**config.mk**
```make
export PLATFORM = sky130hd
export DESIGN_NAME = pmps_power_fsm
export DESIGN_NICKNAME = d
export VERILOG_FILES = /design/src/pmps_power_fsm.v
export VERILOG_INCLUDE_DIRS = /design/src
export SDC_FILE = /design/constraint.sdc
export NUM_CORES = 1
export LEC_CHECK = 0
export BUFFER_PORTS_ARGS = -buffer_cell sky130_fd_sc_hd__buf_4
export CAP_MARGIN = 20
export CORE_AREA = 2 2 77 79
export DETAILED_ROUTE_END_ITERATION = 7
export DIE_AREA = 0 0 79 81
export GPL_ROUTABILITY_DRIVEN = 1
export GPL_TIMING_DRIVEN = 0
export PLACE_DENSITY_LB_ADDON = 0.15
export REMOVE_ABC_BUFFERS = 1
export SYNTH_ARGS = -nofsm -noshare
export SYNTH_HDL_FRONTEND = slang
export SYNTH_SLANG_ARGS = --single-unit
```
**constraint.sdc**
```tcl
create_clock -name ref_clk -period 5.3 [get_ports ref_clk]
set_input_delay 0.53 -clock ref_clk [delete_from_list [all_inputs] [get_ports ref_clk]]
set_output_delay 0.53 -clock ref_clk [all_outputs]
set_load 0.02 [all_outputs]
```
**src/pmps_consts.vh**
```
// Constants for the power-mode state machine.
// Assumes a 250 MHz core clock and a 32 kHz timing tick from outside.
`ifndef PMPS_CONSTS_VH
`define PMPS_CONSTS_VH
`define PMPS_PWR_CTRL_ADDR 8'h1b
`define PMPS_STANDBY_PIN_INV_BIT 6
`define PMPS_STANDBY_PIN_DLY_HI 5
`define PMPS_STANDBY_PIN_DLY_LO 4
`define PMPS_PWR_CTRL_RST 8'h10
`define PMPS_LONG_HOLD_MS 4000
`define PMPS_TICK_HZ 32768
`define PMPS_LONG_HOLD_TICKS ((`PMPS_LONG_HOLD_MS * `PMPS_TICK_HZ) / 1000)
`define PMPS_SYNC_STAGES 3
`endif

```
**src/pmps_power_fsm.v**
```verilog
// Power-mode state machine: ON, OFF, Sleep, Standby, coin cell.
// Assumes tick_32k is a one-cycle pulse at 32 kHz; register port writes are synchronous.
`timescale 1ns/10ps
`include "pmps_consts.vh"
module pmps_power_fsm #(
    parameter BUCKS = 3,
    parameter LONG_HOLD_TICKS = `PMPS_LONG_HOLD_TICKS
)(
    input wire ref_clk, // Core clock
    input wire rst_n, // Async reset, from backup cell depletion
    input wire tick_32k, // 32 kHz tick pulse
    input wire uv_rise_ok, // Supply above rising threshold
    input wire uv_fall_low, // Supply below falling threshold
    input wire en_pin, // Enable pin
    input wire standby_pin, // Standby pin
    input wire therm_shutdown, // Over-temperature indication
    input wire enable_pin_config, // Enable pin config bit
    input wire long_press_off_en, // Long-hold off enable
    input wire auto_restart_en, // Auto restart enable
    input wire [BUCKS-1:0] sleep_buck_mode, // Per-buck sleep mode
    input wire [3:0] buck1_sleep_setpoint, // Buck1 sleep set point
    input wire [2:0] buck_sleep_setpoint, // Other buck sleep set point
    input wire fault_irq, // Unmasked fault pending
    input wire reg_wr, // Register write strobe
    input wire [7:0] reg_addr, // Register address
    input wire [7:0] reg_wdata, // Register write data
    output reg [7:0] reg_rdata, // Register read data
    output wire power_good_reset_n_o, // Reset pin output value
    output wire power_good_reset_n_oe, // Reset pin drive enable
    output wire irq_out_n_o, // Interrupt pin output value
    output wire irq_out_n_oe, // Interrupt pin drive enable
    output reg [4:0] state_onehot, // Current state
    output reg [BUCKS-1:0] buck_on, // Buck enabled
    output reg [BUCKS-1:0] buck_pfm, // Buck in PFM
    output reg [3:0] buck1_setpoint_sel, // Buck1 applied set point
    output reg [2:0] buck_setpoint_sel, // Other bucks applied set point
    output reg use_sleep_setpoint // Sleep set points active
);
    localparam S_OFF = 5'b00001;
    localparam S_ON = 5'b00010;
    localparam S_SLEEP = 5'b00100;
    localparam S_STANDBY_PIN = 5'b01000;
    localparam S_COIN = 5'b10000;

    // ************************************
    // Decode helpers
    // ************************************
    // Regulators and the interrupt pin are alive only in these states
    function is_active;
        input [4:0] s;
    begin
        is_active = (s == S_ON) || (s == S_STANDBY_PIN) || (s == S_SLEEP);
    end
    endfunction

    // Only the power control byte is mapped; every other address reads zero
    function is_pwr_ctrl;
        input [7:0] a;
    begin
        is_pwr_ctrl = (a == `PMPS_PWR_CTRL_ADDR);
    end
    endfunction

    // ************************************
    // Register and pin synchronisers
    // ************************************
    reg [7:0] pwr_ctrl_reg;
    reg [`PMPS_SYNC_STAGES-1:0] en_sync_reg;
    reg [`PMPS_SYNC_STAGES-1:0] standby_pin_sync_reg;
    reg [1:0] standby_pin_dly_reg;
    reg standby_pin_ctl_reg;
    reg [22:0] low_cnt_reg;
    reg long_low_reg;
    reg [4:0] state_reg;
    reg [4:0] state_next;
    // Remembers an enable power-off that must come back by itself
    reg restart_reg;
    reg restart_next;

    always @(posedge ref_clk or negedge rst_n)
    begin
        if (!rst_n)
            pwr_ctrl_reg <= `PMPS_PWR_CTRL_RST;
        else if (reg_wr && is_pwr_ctrl(reg_addr))
            pwr_ctrl_reg <= reg_wdata;
    end

    always @*
    begin
        if (is_pwr_ctrl(reg_addr))
            reg_rdata = pwr_ctrl_reg;
        else
            reg_rdata = 8'h00;
    end

    // Whole byte is kept; only bits 6:4 steer logic here
    wire standby_pin_inv = pwr_ctrl_reg[`PMPS_STANDBY_PIN_INV_BIT];
    wire [1:0] standby_pin_dly_sel = pwr_ctrl_reg[`PMPS_STANDBY_PIN_DLY_HI:`PMPS_STANDBY_PIN_DLY_LO];

    // Three tick stages: first stage feeds only the next one
    always @(posedge ref_clk or negedge rst_n)
    begin
        if (!rst_n)
        begin
            en_sync_reg <= {`PMPS_SYNC_STAGES{1'b0}};
            standby_pin_sync_reg <= {`PMPS_SYNC_STAGES{1'b0}};
        end
        else if (tick_32k)
        begin
            en_sync_reg <= {en_sync_reg[`PMPS_SYNC_STAGES-2:0], en_pin};
            standby_pin_sync_reg <= {standby_pin_sync_reg[`PMPS_SYNC_STAGES-2:0], standby_pin};
        end
    end

    wire en_s = en_sync_reg[`PMPS_SYNC_STAGES-1];
    wire standby_pin_raw = standby_pin_sync_reg[`PMPS_SYNC_STAGES-1] ^ standby_pin_inv;

    // ************************************
    // Standby delay and enable-low timer
    // ************************************
    // Decoded control follows the raw level only after the programmed hold-off
    always @(posedge ref_clk or negedge rst_n)
    begin
        if (!rst_n)
        begin
            standby_pin_dly_reg <= 2'h0;
            standby_pin_ctl_reg <= 1'b0;
        end
        else if (standby_pin_raw == standby_pin_ctl_reg)
            standby_pin_dly_reg <= 2'h0;
        else if (standby_pin_dly_reg >= standby_pin_dly_sel)
            standby_pin_ctl_reg <= standby_pin_raw;
        else if (tick_32k)
            standby_pin_dly_reg <= standby_pin_dly_reg + 2'h1;
    end

    always @(posedge ref_clk or negedge rst_n)
    begin
        if (!rst_n)
        begin
            low_cnt_reg <= 23'h0;
            long_low_reg <= 1'b0;
        end
        // Cleared in OFF too, so an auto restart needs a fresh long hold
        else if (en_s || (state_reg == S_OFF))
        begin
            low_cnt_reg <= 23'h0;
            long_low_reg <= 1'b0;
        end
        else if (tick_32k && !long_low_reg)
        begin
            // Longer than the hold time, so one tick past the count
            if (low_cnt_reg >= LONG_HOLD_TICKS[22:0])
                long_low_reg <= 1'b1;
            low_cnt_reg <= low_cnt_reg + 23'h1;
        end
    end

    // ************************************
    // State machine
    // ************************************
    wire any_sleep = |sleep_buck_mode;
    wire en_off = enable_pin_config ? (long_low_reg && long_press_off_en) : !en_s;
    wire turn_on = uv_rise_ok && en_s && !therm_shutdown && !restart_reg;

    // Supply loss outranks everything; thermal outranks the pins
    always @*
    begin
        state_next = state_reg;
        restart_next = restart_reg;
        case (state_reg)
            S_OFF:
            begin
                if (uv_fall_low)
                    state_next = S_COIN;
                else if (restart_reg && uv_rise_ok && !therm_shutdown)
                begin
                    state_next = S_ON;
                    restart_next = 1'b0;
                end
                else if (turn_on)
                    state_next = S_ON;
            end
            S_ON, S_STANDBY_PIN, S_SLEEP:
            begin
                if (uv_fall_low)
                    state_next = S_COIN;
                else if (therm_shutdown)
                    state_next = S_OFF;
                else if (state_reg == S_SLEEP)
                begin
                    if (en_s)
                        state_next = S_ON;
                    else if (en_off && enable_pin_config)
                        state_next = S_OFF;
                end
                else if (en_off)
                begin
                    if (any_sleep)
                        state_next = S_SLEEP;
                    else
                    begin
                        state_next = S_OFF;
                        restart_next = auto_restart_en;
                    end
                end
                else if (state_reg == S_ON && standby_pin_ctl_reg)
                    state_next = S_STANDBY_PIN;
                else if (state_reg == S_STANDBY_PIN && !standby_pin_ctl_reg)
                    state_next = S_ON;
            end
            S_COIN:
            begin
                if (uv_rise_ok)
                    state_next = S_OFF;
            end
            default:
                state_next = S_OFF;
        endcase
    end

    always @(posedge ref_clk or negedge rst_n)
    begin
        if (!rst_n)
        begin
            state_reg <= S_OFF;
            restart_reg <= 1'b0;
        end
        else
        begin
            state_reg <= state_next;
            restart_reg <= restart_next;
        end
    end

    // ************************************
    // Per-buck sleep handling
    // ************************************
    wire in_sleep_next = (state_next == S_SLEEP);
    wire run_next = is_active(state_next) && !in_sleep_next;
    wire [BUCKS-1:0] buck_on_next;
    wire [BUCKS-1:0] buck_pfm_next;
    genvar b;

    // In Sleep each buck follows its own mode bit: off at 0, PFM at 1
    generate
        for (b = 0; b < BUCKS; b = b + 1)
        begin : g_buck
            assign buck_on_next[b] = in_sleep_next ? sleep_buck_mode[b] : run_next;
            assign buck_pfm_next[b] = in_sleep_next && sleep_buck_mode[b];
        end
    endgenerate

    // ************************************
    // Outputs
    // ************************************
    wire pins_active = is_active(state_reg);
    // Reset pin released only in ON; low everywhere else
    assign power_good_reset_n_o = 1'b0;
    assign power_good_reset_n_oe = (state_reg != S_ON);
    assign irq_out_n_o = 1'b0;
    assign irq_out_n_oe = pins_active && fault_irq;

    always @(posedge ref_clk or negedge rst_n)
    begin
        if (!rst_n)
        begin
            state_onehot <= S_OFF;
            buck_on <= {BUCKS{1'b0}};
            buck_pfm <= {BUCKS{1'b0}};
            buck1_setpoint_sel <= 4'h0;
            buck_setpoint_sel <= 3'h0;
            use_sleep_setpoint <= 1'b0;
        end
        else
        begin
            state_onehot <= state_next;
            use_sleep_setpoint <= in_sleep_next;
            // Set points pass straight through; use_sleep_setpoint says when they apply
            buck1_setpoint_sel <= buck1_sleep_setpoint;
            buck_setpoint_sel <= buck_sleep_setpoint;
            buck_on <= buck_on_next;
            buck_pfm <= buck_pfm_next;
        end
    end
endmodule

```
==> results of run 1 <==
how the worst max path moves through the flow:
| stage | to | cells after the start | startpoint | slack, ns |
|---|---|---|---|---|
| final | irq_out_n_oe | 5 | state_onehot[1] | 2.89 |
| after global routing | irq_out_n_oe | 5 | state_onehot[4] | 2.73 |
| after CTS | irq_out_n_oe | 5 | state_onehot[1] | 2.88 |
| after detailed placement | low_cnt_reg[22] | 6 | tick_32k | 2.86 |
| after global placement | low_cnt_reg[22] | 6 | tick_32k | 2.96 |
| after floorplan | low_cnt_reg[13] | 5 | state_onehot[1] | 3.32 |
through the flow:
step,hold slack (ns),area (um^2),util
4_1_cts,0.2856,3904,0.6878
3_5_place_dp,0.4729,3654,0.6437
2_1_floorplan,0.2344,3057,-
6_report,0.2638,3904,0.6878
3_3_place_gp,0.4659,3654,0.6437
5_1_grt,0.2830,3904,0.6878
placed cells by master (no fill, tap or decap), types with 3 or more instances in the layout:
master	synthesis	routed
nor3_2	5	5
xnor2_1	19	19
mux2_1	8	8
mux2_2	6	6
and4_1	3	3
bufinv_16	0	3
clkbuf_8	0	11
and2_1	13	13
buf_4	3	67
ha_1	4	4
nand2_1	14	14
a211o_1	3	3
a21o_1	3	3
nand3_1	9	9
inv_1	11	11
a21oi_1	7	7
nand4_1	5	5
and3_1	4	4
nor4b_2	3	3
or3_1	5	5
xor2_1	8	8
nand2b_1	3	3
nor3_1	5	5
dfrtp_1	59	59
nor2_1	33	33
o21ai_1	5	5
o21ai_0	10	10
metal layers:
layer / GRT usage / part of all wire / routed length [um] / vias up
met5: 0 / 0 / 0 / -
met4: 0.07586 / 0.017 / 104 / 0
met3: 0.05444 / 0.041 / 250 / 11
met2: 0.3356 / 0.50 / 3088 / 49
met1: 0.2630 / 0.44 / 2725 / 1138
li1: - / - / - / 1133
layout make-up:
class                           instances  area, um^2  area share
Multi-Input combinational cell        206        1486      0.3808
Timing Repair Buffer                   67       503.0      0.1288
Clock inverter                          4       95.09     0.02436
Sequential cell                        61        1529      0.3917
Clock buffer                           12       155.1     0.03974
Inverter                               11       41.29     0.01058
Tap cell                               75       93.84     0.02404
critical path, stage by stage (launching register included):
cell and delay [ns]:
dfrtp_1 0.58, xor2_1 0.24, o211ai_1 0.32, inv_1 0.10
and2_1 0.16, buf_4 0.15
power breakdown:
part	switching (mW)	leakage [nW]	internal [mW]
registers	0.0479	0.805	0.500
clock network	0.177	0.127	0.338
logic	0.137	0.873	0.107
logic make-up (layout without fill, tap and decap cells):
logic type | Yosys count | in the layout
AOI/OAI and AO/OA | 42 | 42
DFF | 61 | 61
other | 1 | 2
buffers and inverters | 24 | 94
adders and majority gates | 4 | 4
xor gates and xnor gates | 27 | 27
and+or+nand+nor | 116 | 116
muxes | 15 | 15
==> key figures, run 1 <==
Timing
  • Slew at the pin with the worst max-slew slack: 0.9176 ns
  • Unrepaired setup endpoints after global routing: no
  • Max-slew violation total from the final report: 0
  • Hold Fails Final Rpt: 0
  • Fmax: 415.7 MHz
  • Fin worst setup slack: 2.894 ns
  • Max transition margin: 0.3883
  • Setup TNS: 0 ns
  • Final setup fails: 0
  • Post-layout min period: 2.406 ns
  • Fin crit share: 0.4539
  • Clock Skews: 0.009151 ns

Synthesis
  • Yosys warnings: 0
  • Most area-consuming cells after synthesis: dfrtp_1, xnor2_1, nor2_1
  • Mapped cell area: 3134 um^2
  • Syn Inst Count: 290
  • Compound-Gate Fraction of Synth Area: 0.09820
  • Mux share of post-synthesis cell area: 0.05349
  • Synth top area share: 0.4711
  • Most common library cells after synthesis: dfrtp_1, nor2_1, xnor2_1, nand2_1, and2_1
  • Synth area leader: dfrtp_1
  • Avg Cell Area, Syn: 10.81 um^2
  • Post-synthesis cell type count: 53
  • Predominant post-synthesis flop cell: dfrtp_1
  • Cell with the most instances after synthesis: dfrtp_1
  • Xor/xnor cell area share of the yosys netlist: 0.07545
  • Simple-gate share of the synthesized area: 0.2287
  • Register area share after synthesis: 0.4878
  • Largest family of logic cells by synthesized area: simple AND/OR/NAND/NOR gates
  • Adder-Cell Fraction of Synth Area: 0.01597
  • Post-synth EDFFs: 0
  • #FFs+latches synth: 61
  • Ys async rst share: 1.000

Floorplan
  • Die X: 79 um
  • # rows: 28
  • Core area: 5675 um^2
  • Die Height: 81 um
  • Die area: 6399 um^2
  • Initial core utilization: 0.5522
  • # IOs: 70

Worst setup path
  • CP arrival: 1.88 ns
  • Crit Path Class: flip-flop to output pin
  • CP required: 4.77 ns
  • RR Endpoint: low_cnt_reg[13]
  • Reg2reg start: state_onehot[1]
  • Worst R2R Setup Slack: 3.10 ns
  • CP max FO: 14
  • Reg2reg path depth: 5
  • CP Launch Type: flip-flop
  • Critical Path End Type: output pin

Clock tree
  • H-tree level count: 3
  • Hold-fix buffers, CTS: 0
  • Clk_lat worst skew: 0.33 ns
  • Clock sink count: 61
  • CTS resizes: 0
  • Num CTS Buffers: 9
  • Root Driver: clkbuf_8
  • CTS tree: built
  • Clk slew on worst S/H paths: 0.07 ns
  • Maximum clock path buffer count: 2
  • Post-CTS Setup Inserts: 0

Global routing
  • Congestion Overflow GR: 0
  • Largest net degree at the start of global routing: 62
  • Number of global-route vias before repair: 2272
  • Initial antenna violation count: 0
  • First-pass GRT wire length: 10250 um
  • GRT Total Usage: 0.2049

Routing
  • First-pass iteration count of the detailed router: 4
  • DR vias: 2331
  • Wire per inst: 14.15 um
  • Average vias per placed instance: 5.346
  • DR iter-0 viols: 124
  • Antenna viol nets, final: 0
  • Residual DRC count: 0
  • Total Wirelength: 6169 um

Final layout
  • Layout cells sized above 1: 0.2964
  • Diodes inserted: 0
  • Layout area overhead: 24.55%
  • Max reg flops: 23
  • # fillers: 453
  • Post-Layout Cell Count: 436
  • Nets: 399

Place
  • Pre-CTS WS: 2.863 ns
  • Post-DP HPWL: 4356 um
  • Cells after DPL: 420
  • Routability cong.: 0.8875
  • Port Buffers: 67

Power and ir drop
  • Worst vdd ir: 0.2667 mV
  • LEAKAGE: 1.804 nW
  • Power, Total: 1.307 mW
  • PD cells: 334.7 nW/um^2

Min path
  • Worst min-delay path class: primary input to asynchronous set/reset pin

Job
  • Max-Cap Viols: 0

Outcome
  • Status: completed
Power figures use the tool's default switching activity.
==> inputs of run 2 (changes only) <==
Settings changed: CORE_AREA 2 2 77 79 to 2 2 80 82, DIE_AREA 0 0 79 81 to 0 0 82 84.
Clock period 5.3 ns to 2.3 ns, I/O delays scaled along.
==> run 2 against run 1 <==
Net effect: combinational power rose by 130%; critical path type unchanged; sequential share of layout area rose by 0.20 points; largest power group unchanged; highest routed layer unchanged; first-iteration DRC count rose by 4.8%; critical endpoint unchanged; critical path depth did not move; via count rose by 2.8%; cell area fell by 0.51%; utilization fell by 5.1 points; global-route usage fell by 1.3 points; clock skew fell by 0.0023 ns; power rose by 99%.
==> key figures, run 2 (synthesis results as in run 1) <==
Power and ir drop
  • P_int: 1.787 mW (was 944.9 uW)
  • Power share of the combinational group: 0.220 (was 0.187)
  • LEAKAGE: 1.783 nW (was 1.804 nW)
  • Sw power: 816.1 uW (was 361.7 uW)
  • Clock Power Share: 0.292 (was 0.394)
  • Power, Total: 2.603 mW (was 1.307 mW)
  • Worst vdd ir: 0.4372 mV (was 0.2667 mV)
  • Switching share of total power: 0.3135 (was 0.2768)
  • PD cells: 670.3 nW/um^2 (was 334.7 nW/um^2)
  • Part of the power in registers: 0.488 (was 0.419)

Clock tree
  • H-tree level count: 3 (unchanged)
  • Maximum clock path buffer count: 2 (unchanged)
  • Root Driver: clkbuf_8 (unchanged)
  • Clock sink count: 61 (unchanged)
  • Post-CTS Setup Inserts: 0 (unchanged)
  • CTS tree: built (unchanged)
  • Clk slew on worst S/H paths: 0.06 ns (was 0.07 ns)
  • Clk_lat worst skew: 0.33 ns (about the same)
  • Num CTS Buffers: 9 (unchanged)

Floorplan
  • # IOs: 70 (unchanged)
  • Die area: 6888 um^2 (was 6399 um^2)
  • Initial core utilization: 0.5142 (was 0.5522)
  • # rows: 29 (was 28)
  • Die Height: 84 um (was 81 um)
  • Core area: 6096 um^2 (was 5675 um^2)
  • Die X: 82 um (was 79 um)

Worst setup path
  • CP Launch Type: flip-flop (unchanged)
  • CP max FO: 14 (unchanged)
  • Critical Path End Type: output pin (unchanged)
  • Crit Path Class: flip-flop to output pin (unchanged)
  • CP arrival: 1.88 ns (about the same)
  • CP required: 2.07 ns (was 4.77 ns)

Timing
  • Fin crit share: 0.9193
  • Post-layout min period: 2.114 ns
  • Setup TNS: 0 ns (unchanged)
  • Worst-case hold slack: 0.09636 ns (was 0.2638 ns)
  • Hold Fails Final Rpt: 0 (unchanged)
  • Max-slew violation total from the final report: 0 (unchanged)
  • Clock Skews: 0.006847 ns (was 0.009151 ns)
  • Slew at the pin with the worst max-slew slack: 0.9158 ns (was 0.9176 ns)
  • Max transition margin: 0.3895 (was 0.3883)
  • Unrepaired setup endpoints after global routing: no (unchanged)
  • Fmax: 473.0 MHz
  • Final setup fails: 0 (unchanged)

Routing
  • Wire per inst: 13.71 um (was 14.15 um)
  • Antenna viol nets, final: 0 (unchanged)
  • First-pass iteration count of the detailed router: 4 (unchanged)
  • Residual DRC count: 0 (unchanged)
  • DR vias: 2397 (was 2331)
  • DR iter-0 viols: 130 (was 124)
  • Total Wirelength: 6087 um (was 6169 um)
  • Average vias per placed instance: 5.399 (was 5.346)

Global routing
  • First-pass GRT wire length: 10320 um (was 10250 um)
  • Initial antenna violation count: 0 (unchanged)
  • Largest net degree at the start of global routing: 62 (unchanged)
  • Congestion Overflow GR: 0 (unchanged)
  • GRT Total Usage: 0.1915 (was 0.2049)
  • Number of global-route vias before repair: 2335 (was 2272)

Place
  • Port Buffers: 67 (unchanged)
  • Area after DPL: 3656 um^2 (was 3654 um^2)
  • Post-DP HPWL: 4240 um (was 4356 um)
  • Routability cong.: 0.9125 (was 0.8875)

Final layout
  • Layout area overhead: 23.91% (was 24.55%)
  • Multi-input gate area: 1486 um^2 (unchanged)
  • Final core utilization: 0.6371 (was 0.6878)
  • Max reg flops: 23 (unchanged)
  • # fillers: 504 (was 453)
  • FF+latch area: 1529 um^2 (unchanged)
  • Final Instance Area: 3884 um^2 (was 3904 um^2)
  • Nets: 407 (was 399)
  • Most frequent cells in the layout: buf_4, dfrtp_1, nor2_1 (unchanged)
  • Most common cell after layout, fill and taps aside: buf_4 (unchanged)
  • Diodes inserted: 0 (unchanged)
  • Layout cells sized above 1: 0.2807 (was 0.2964)

Job
  • Max-Cap Viols: 0 (unchanged)

Outcome
  • Status: completed (unchanged)

Min path
  • Worst min-delay path class: primary input to flip-flop (was primary input to asynchronous set/reset pin)
## run 2: path summary, 6_finish.rpt
| check | start | end | slack, ns | cells after the start |
|---|---|---|---|---|
| worst min register to register | pwr_ctrl_reg[3] | pwr_ctrl_reg[3] | 0.48 | 1 |
| min in group asynchronous | rst_n | low_cnt_reg[11] | 0.51 | 2 |
| worst max register to register | state_onehot[1] | low_cnt_reg[13] | 0.19 | 5 |
| max in group asynchronous | rst_n | state_onehot[1] | 1.29 | 2 |
| worst max-delay path | state_onehot[1] | irq_out_n_oe | 0.19 | 5 |
| worst min-delay path | uv_fall_low | state_onehot[0] | 0.1 | 2 |
## run 2: metrics by stage
stage,cells,worst slack [ns]
6_report,444,0.1856
5_1_grt,444,0.005089
4_1_cts,444,0.1334
3_5_place_dp,422,0.1399
3_3_place_gp,422,0.1904
2_1_floorplan,278,0.3179
## run 2: repair_timing
action / in CTS / in global routing
endpoints found under the setup margin: 0 / 0
hold endpoints to repair: 16 / 0
hold buffers: 8 / 0
resized for setup: 0 / 0
## run 2: power by group through the flow
stage / Sequential, mW / Combinational, mW / Clock (mW)
4_1_cts: 1.27 / 0.580 / 0.779
3_5_place_dp: 1.29 / 0.568 / 0
3_3_place_gp: 1.28 / 0.555 / 0
6_report: 1.27 / 0.573 / 0.761
5_1_grt: 1.28 / 0.628 / 0.831
2_1_floorplan: 1.30 / 0.328 / 0
## run 2: cell type report
type	instances	area share
sequential	61	0.3937
multi-input combinational	206	0.3827
timing repair buffer	75	0.1501
clock buffer	12	0.03479
tap	77	0.02481
inverter	11	0.01063
clock inverter	2	0.003222
## run 2: per-layer routing
metal  vias to the layer above  track usage  wire, um
met5                         -            0         0
met4                         0      0.05455        55
met3                         9      0.05411       254
met2                        46       0.3112      3097
met1                      1190       0.2472      2680
li1                       1152            -         -
## run 2: critical path, cell delays in order, from the launching register on
cell	delay [ns]
dfrtp_1	0.56
xor2_1	0.24
o211ai_1	0.34
inv_1	0.11
and2_1	0.17
buf_4	0.15
==> inputs of run 3 (changes only) <==
Settings changed: CORE_AREA 2 2 80 82 to 2 2 92 94, DIE_AREA 0 0 82 84 to 0 0 94 96.
==> run 3 against run 2 <==
Net effect: the flow now finishes with violations (negative hold slack); utilization decreased by 14 points; non-clock buffer count shrank 1; routed wire length grew 3.9%; critical path type unchanged; power rose by 9.1%; via count fell by 2.4%; sequential power about the same; sequential share of layout area is 0.90 points lower.
==> key figures, run 3 (synthesis results as in run 1) <==
Timing
  • Post-layout min period: 2.123 ns (was 2.114 ns)
  • Hold Fails Final Rpt: 35 (was 0)
  • Worst-case hold slack: -0.02152 ns (was 0.09636 ns)
  • Unrepaired setup endpoints after global routing: no (unchanged)
  • Max-slew violation total from the final report: 0 (unchanged)
  • Slew at the pin with the worst max-slew slack: 0.8819 ns (was 0.9158 ns)
  • Max transition margin: 0.4102 (was 0.3895)
  • Clock Skews: 0.008683 ns (was 0.006847 ns)
  • Setup TNS: 0 ns (unchanged)
  • Final setup fails: 0 (unchanged)
  • Fmax: 471.1 MHz (was 473.0 MHz)
  • Fin crit share: 0.9230 (was 0.9193)

Worst setup path
  • Worst path max stage delay: 0.48 ns (was 0.56 ns)
  • CP required: 2.07 ns (about the same)
  • CP Launch Type: flip-flop (unchanged)
  • Crit Path Class: flip-flop to output pin (unchanged)
  • CP arrival: 1.89 ns (was 1.88 ns)
  • Crit path buffers/inverters: 2 (unchanged)
  • Worst R2R Setup Slack: 0.18 ns (was 0.19 ns)
  • Critical Path End Type: output pin (unchanged)
  • Crit-path leading delay family: simple AND/OR/NAND/NOR gates (was flip-flops)
  • CP max FO: 7 (was 14)
  • Worst path slowest cell: dfrtp_1 (unchanged)
  • Crit path cell chain: nor2_1 -> o211ai_1 -> inv_1 -> and2_1 -> buf_4 (was xor2_1 -> o211ai_1 -> inv_1 -> and2_1 -> buf_4)

Routing
  • Wire per inst: 13.37 um (was 13.71 um)
  • Residual DRC count: 0 (unchanged)
  • DR iter-0 viols: 95 (was 130)
  • Average vias per placed instance: 4.947 (was 5.399)
  • DR vias: 2340 (was 2397)
  • First-pass iteration count of the detailed router: 4 (unchanged)
  • Antenna viol nets, final: 0 (unchanged)
  • Total Wirelength: 6324 um (was 6087 um)

Place
  • Post-DP HPWL: 4366 um (was 4240 um)
  • Cells after DPL: 450 (was 422)
  • Port Buffers: 67 (unchanged)
  • Routability cong.: 0.7633 (was 0.9125)

Final layout
  • Diodes inserted: 0 (unchanged)
  • Final core utilization: 0.4937 (was 0.6371)
  • Layout cells sized above 1: 0.2935 (was 0.2807)
  • Most frequent cells in the layout: buf_4, dfrtp_1, nor2_1 (unchanged)
  • Post-Layout Cell Count: 473 (was 444)
  • Layout area overhead: 26.83% (was 23.91%)
  • Nets: 406 (was 407)
  • Max reg flops: 23 (unchanged)
  • Most common cell after layout, fill and taps aside: buf_4 (unchanged)

Outcome
  • Failing checks: negative hold slack
  • Status: finished, violations left (was completed)

Floorplan
  • Initial core utilization: 0.3893 (was 0.5142)
  • Die area: 9024 um^2 (was 6888 um^2)
  • # IOs: 70 (unchanged)
  • Die Height: 96 um (was 84 um)
  • Die X: 94 um (was 82 um)
  • Core area: 8051 um^2 (was 6096 um^2)
  • # rows: 33 (was 29)

Power and ir drop
  • Clock Power Share: 0.351 (was 0.292)
  • P_int: 1.998 mW (was 1.787 mW)
  • PD cells: 714.4 nW/um^2 (was 670.3 nW/um^2)
  • Worst vdd ir: 0.3609 mV (was 0.4372 mV)
  • Power, Total: 2.840 mW (was 2.603 mW)
  • Power share of the combinational group: 0.203 (was 0.220)
  • Switching share of total power: 0.2966 (was 0.3135)
  • Part of the power in registers: 0.445 (was 0.488)
  • LEAKAGE: 1.813 nW (was 1.783 nW)
  • Sw power: 842.1 uW (was 816.1 uW)

Global routing
  • Number of global-route vias before repair: 2304 (was 2335)
  • First-pass GRT wire length: 10850 um (was 10320 um)
  • Congestion Overflow GR: 0 (unchanged)
  • Initial antenna violation count: 0 (unchanged)
  • GRT Total Usage: 0.1541 (was 0.1915)
  • Largest net degree at the start of global routing: 62 (unchanged)

Clock tree
  • Clk slew on worst S/H paths: 0.07 ns (was 0.06 ns)
  • Post-CTS Setup Inserts: 0 (unchanged)
  • Maximum clock path buffer count: 2 (unchanged)
  • H-tree level count: 3 (unchanged)
  • Num CTS Buffers: 9 (unchanged)
  • Root Driver: clkbuf_8 (unchanged)
  • CTS tree: built (unchanged)
  • Clock sink count: 61 (unchanged)
  • Clk_lat worst skew: 0.33 ns (about the same)

Job
  • Max-Cap Viols: 0 (unchanged)

Min path
  • Worst min-delay path class: primary input to asynchronous set/reset pin (was primary input to flip-flop)
-- run 3: changes by cell type in the layout (fill, tap and decap cells not counted) --
cell | before | now
dlygate4sd3_1 | 8 | 7
clkbuf_1 | 3 | 1
nand2b_1 | 3 | 2
nand2b_2 | 0 | 1
bufinv_16 | 0 | 1
clkbuf_8 | 9 | 12
-- run 3: layout make-up --
cell class / instances / area, um^2
Timing Repair Buffer: 74 / 573.1
Fill cell: 772 / 4076
Tap cell: 105 / 131.4
Clock inverter: 3 / 42.54
Inverter: 11 / 41.29
Clock buffer: 13 / 168.9
Sequential cell: 61 / 1529
Multi-Input combinational cell: 206 / 1489
-- run 3: path summary, 6_finish.rpt --
check,startpoint,end,cells after the start
min reg2reg,pwr_ctrl_reg[3],pwr_ctrl_reg[3],1
max in group asynchronous,rst_n,standby_pin_ctl_reg,1
min,rst_n,buck1_setpoint_sel[0],1
min in group ref_clk,uv_fall_low,state_onehot[0],2
max,state_onehot[4],irq_out_n_oe,5
max reg2reg,state_onehot[1],low_cnt_reg[13],5
-- run 3: what timing repair did --
action,in CTS,in global routing
hold buffers,7,0
endpoints found under the setup margin,0,23
resized for setup,0,1
hold endpoints to repair,7,0
-- run 3: per-layer routing --
layer,part of all wire,wire length (um),global-route usage,vias up
met2,0.48,3064,0.2512,30
met1,0.47,2984,0.2006,1151
met3,0.028,180,0.03132,7
met5,0,0,0,-
li1,-,-,-,1152
met4,0.015,95,0.06522,0
-- run 3: power groups by stage --
stage	clock network, mW	registers [mW]	logic (mW)
4_1_cts	1.03	1.27	0.581
5_1_grt	1.10	1.28	0.647
2_1_floorplan	0	1.30	0.328
3_5_place_dp	0	1.28	0.572
3_3_place_gp	0	1.28	0.568
6_report	0.998	1.26	0.577
-- run 3: metrics by stage --
stage / setup slack [ns] / hold slack (ns) / instance area (um^2)
after floorplan: 0.3179 / -0.06559 / 3057
after global placement: 0.1038 / 0.3397 / 3691
after detailed placement: 0.09910 / 0.3404 / 3691
after CTS: 0.08725 / 0.004644 / 3973
after global routing: 0.0006177 / 0.04654 / 3975
final: 0.1772 / -0.02152 / 3975
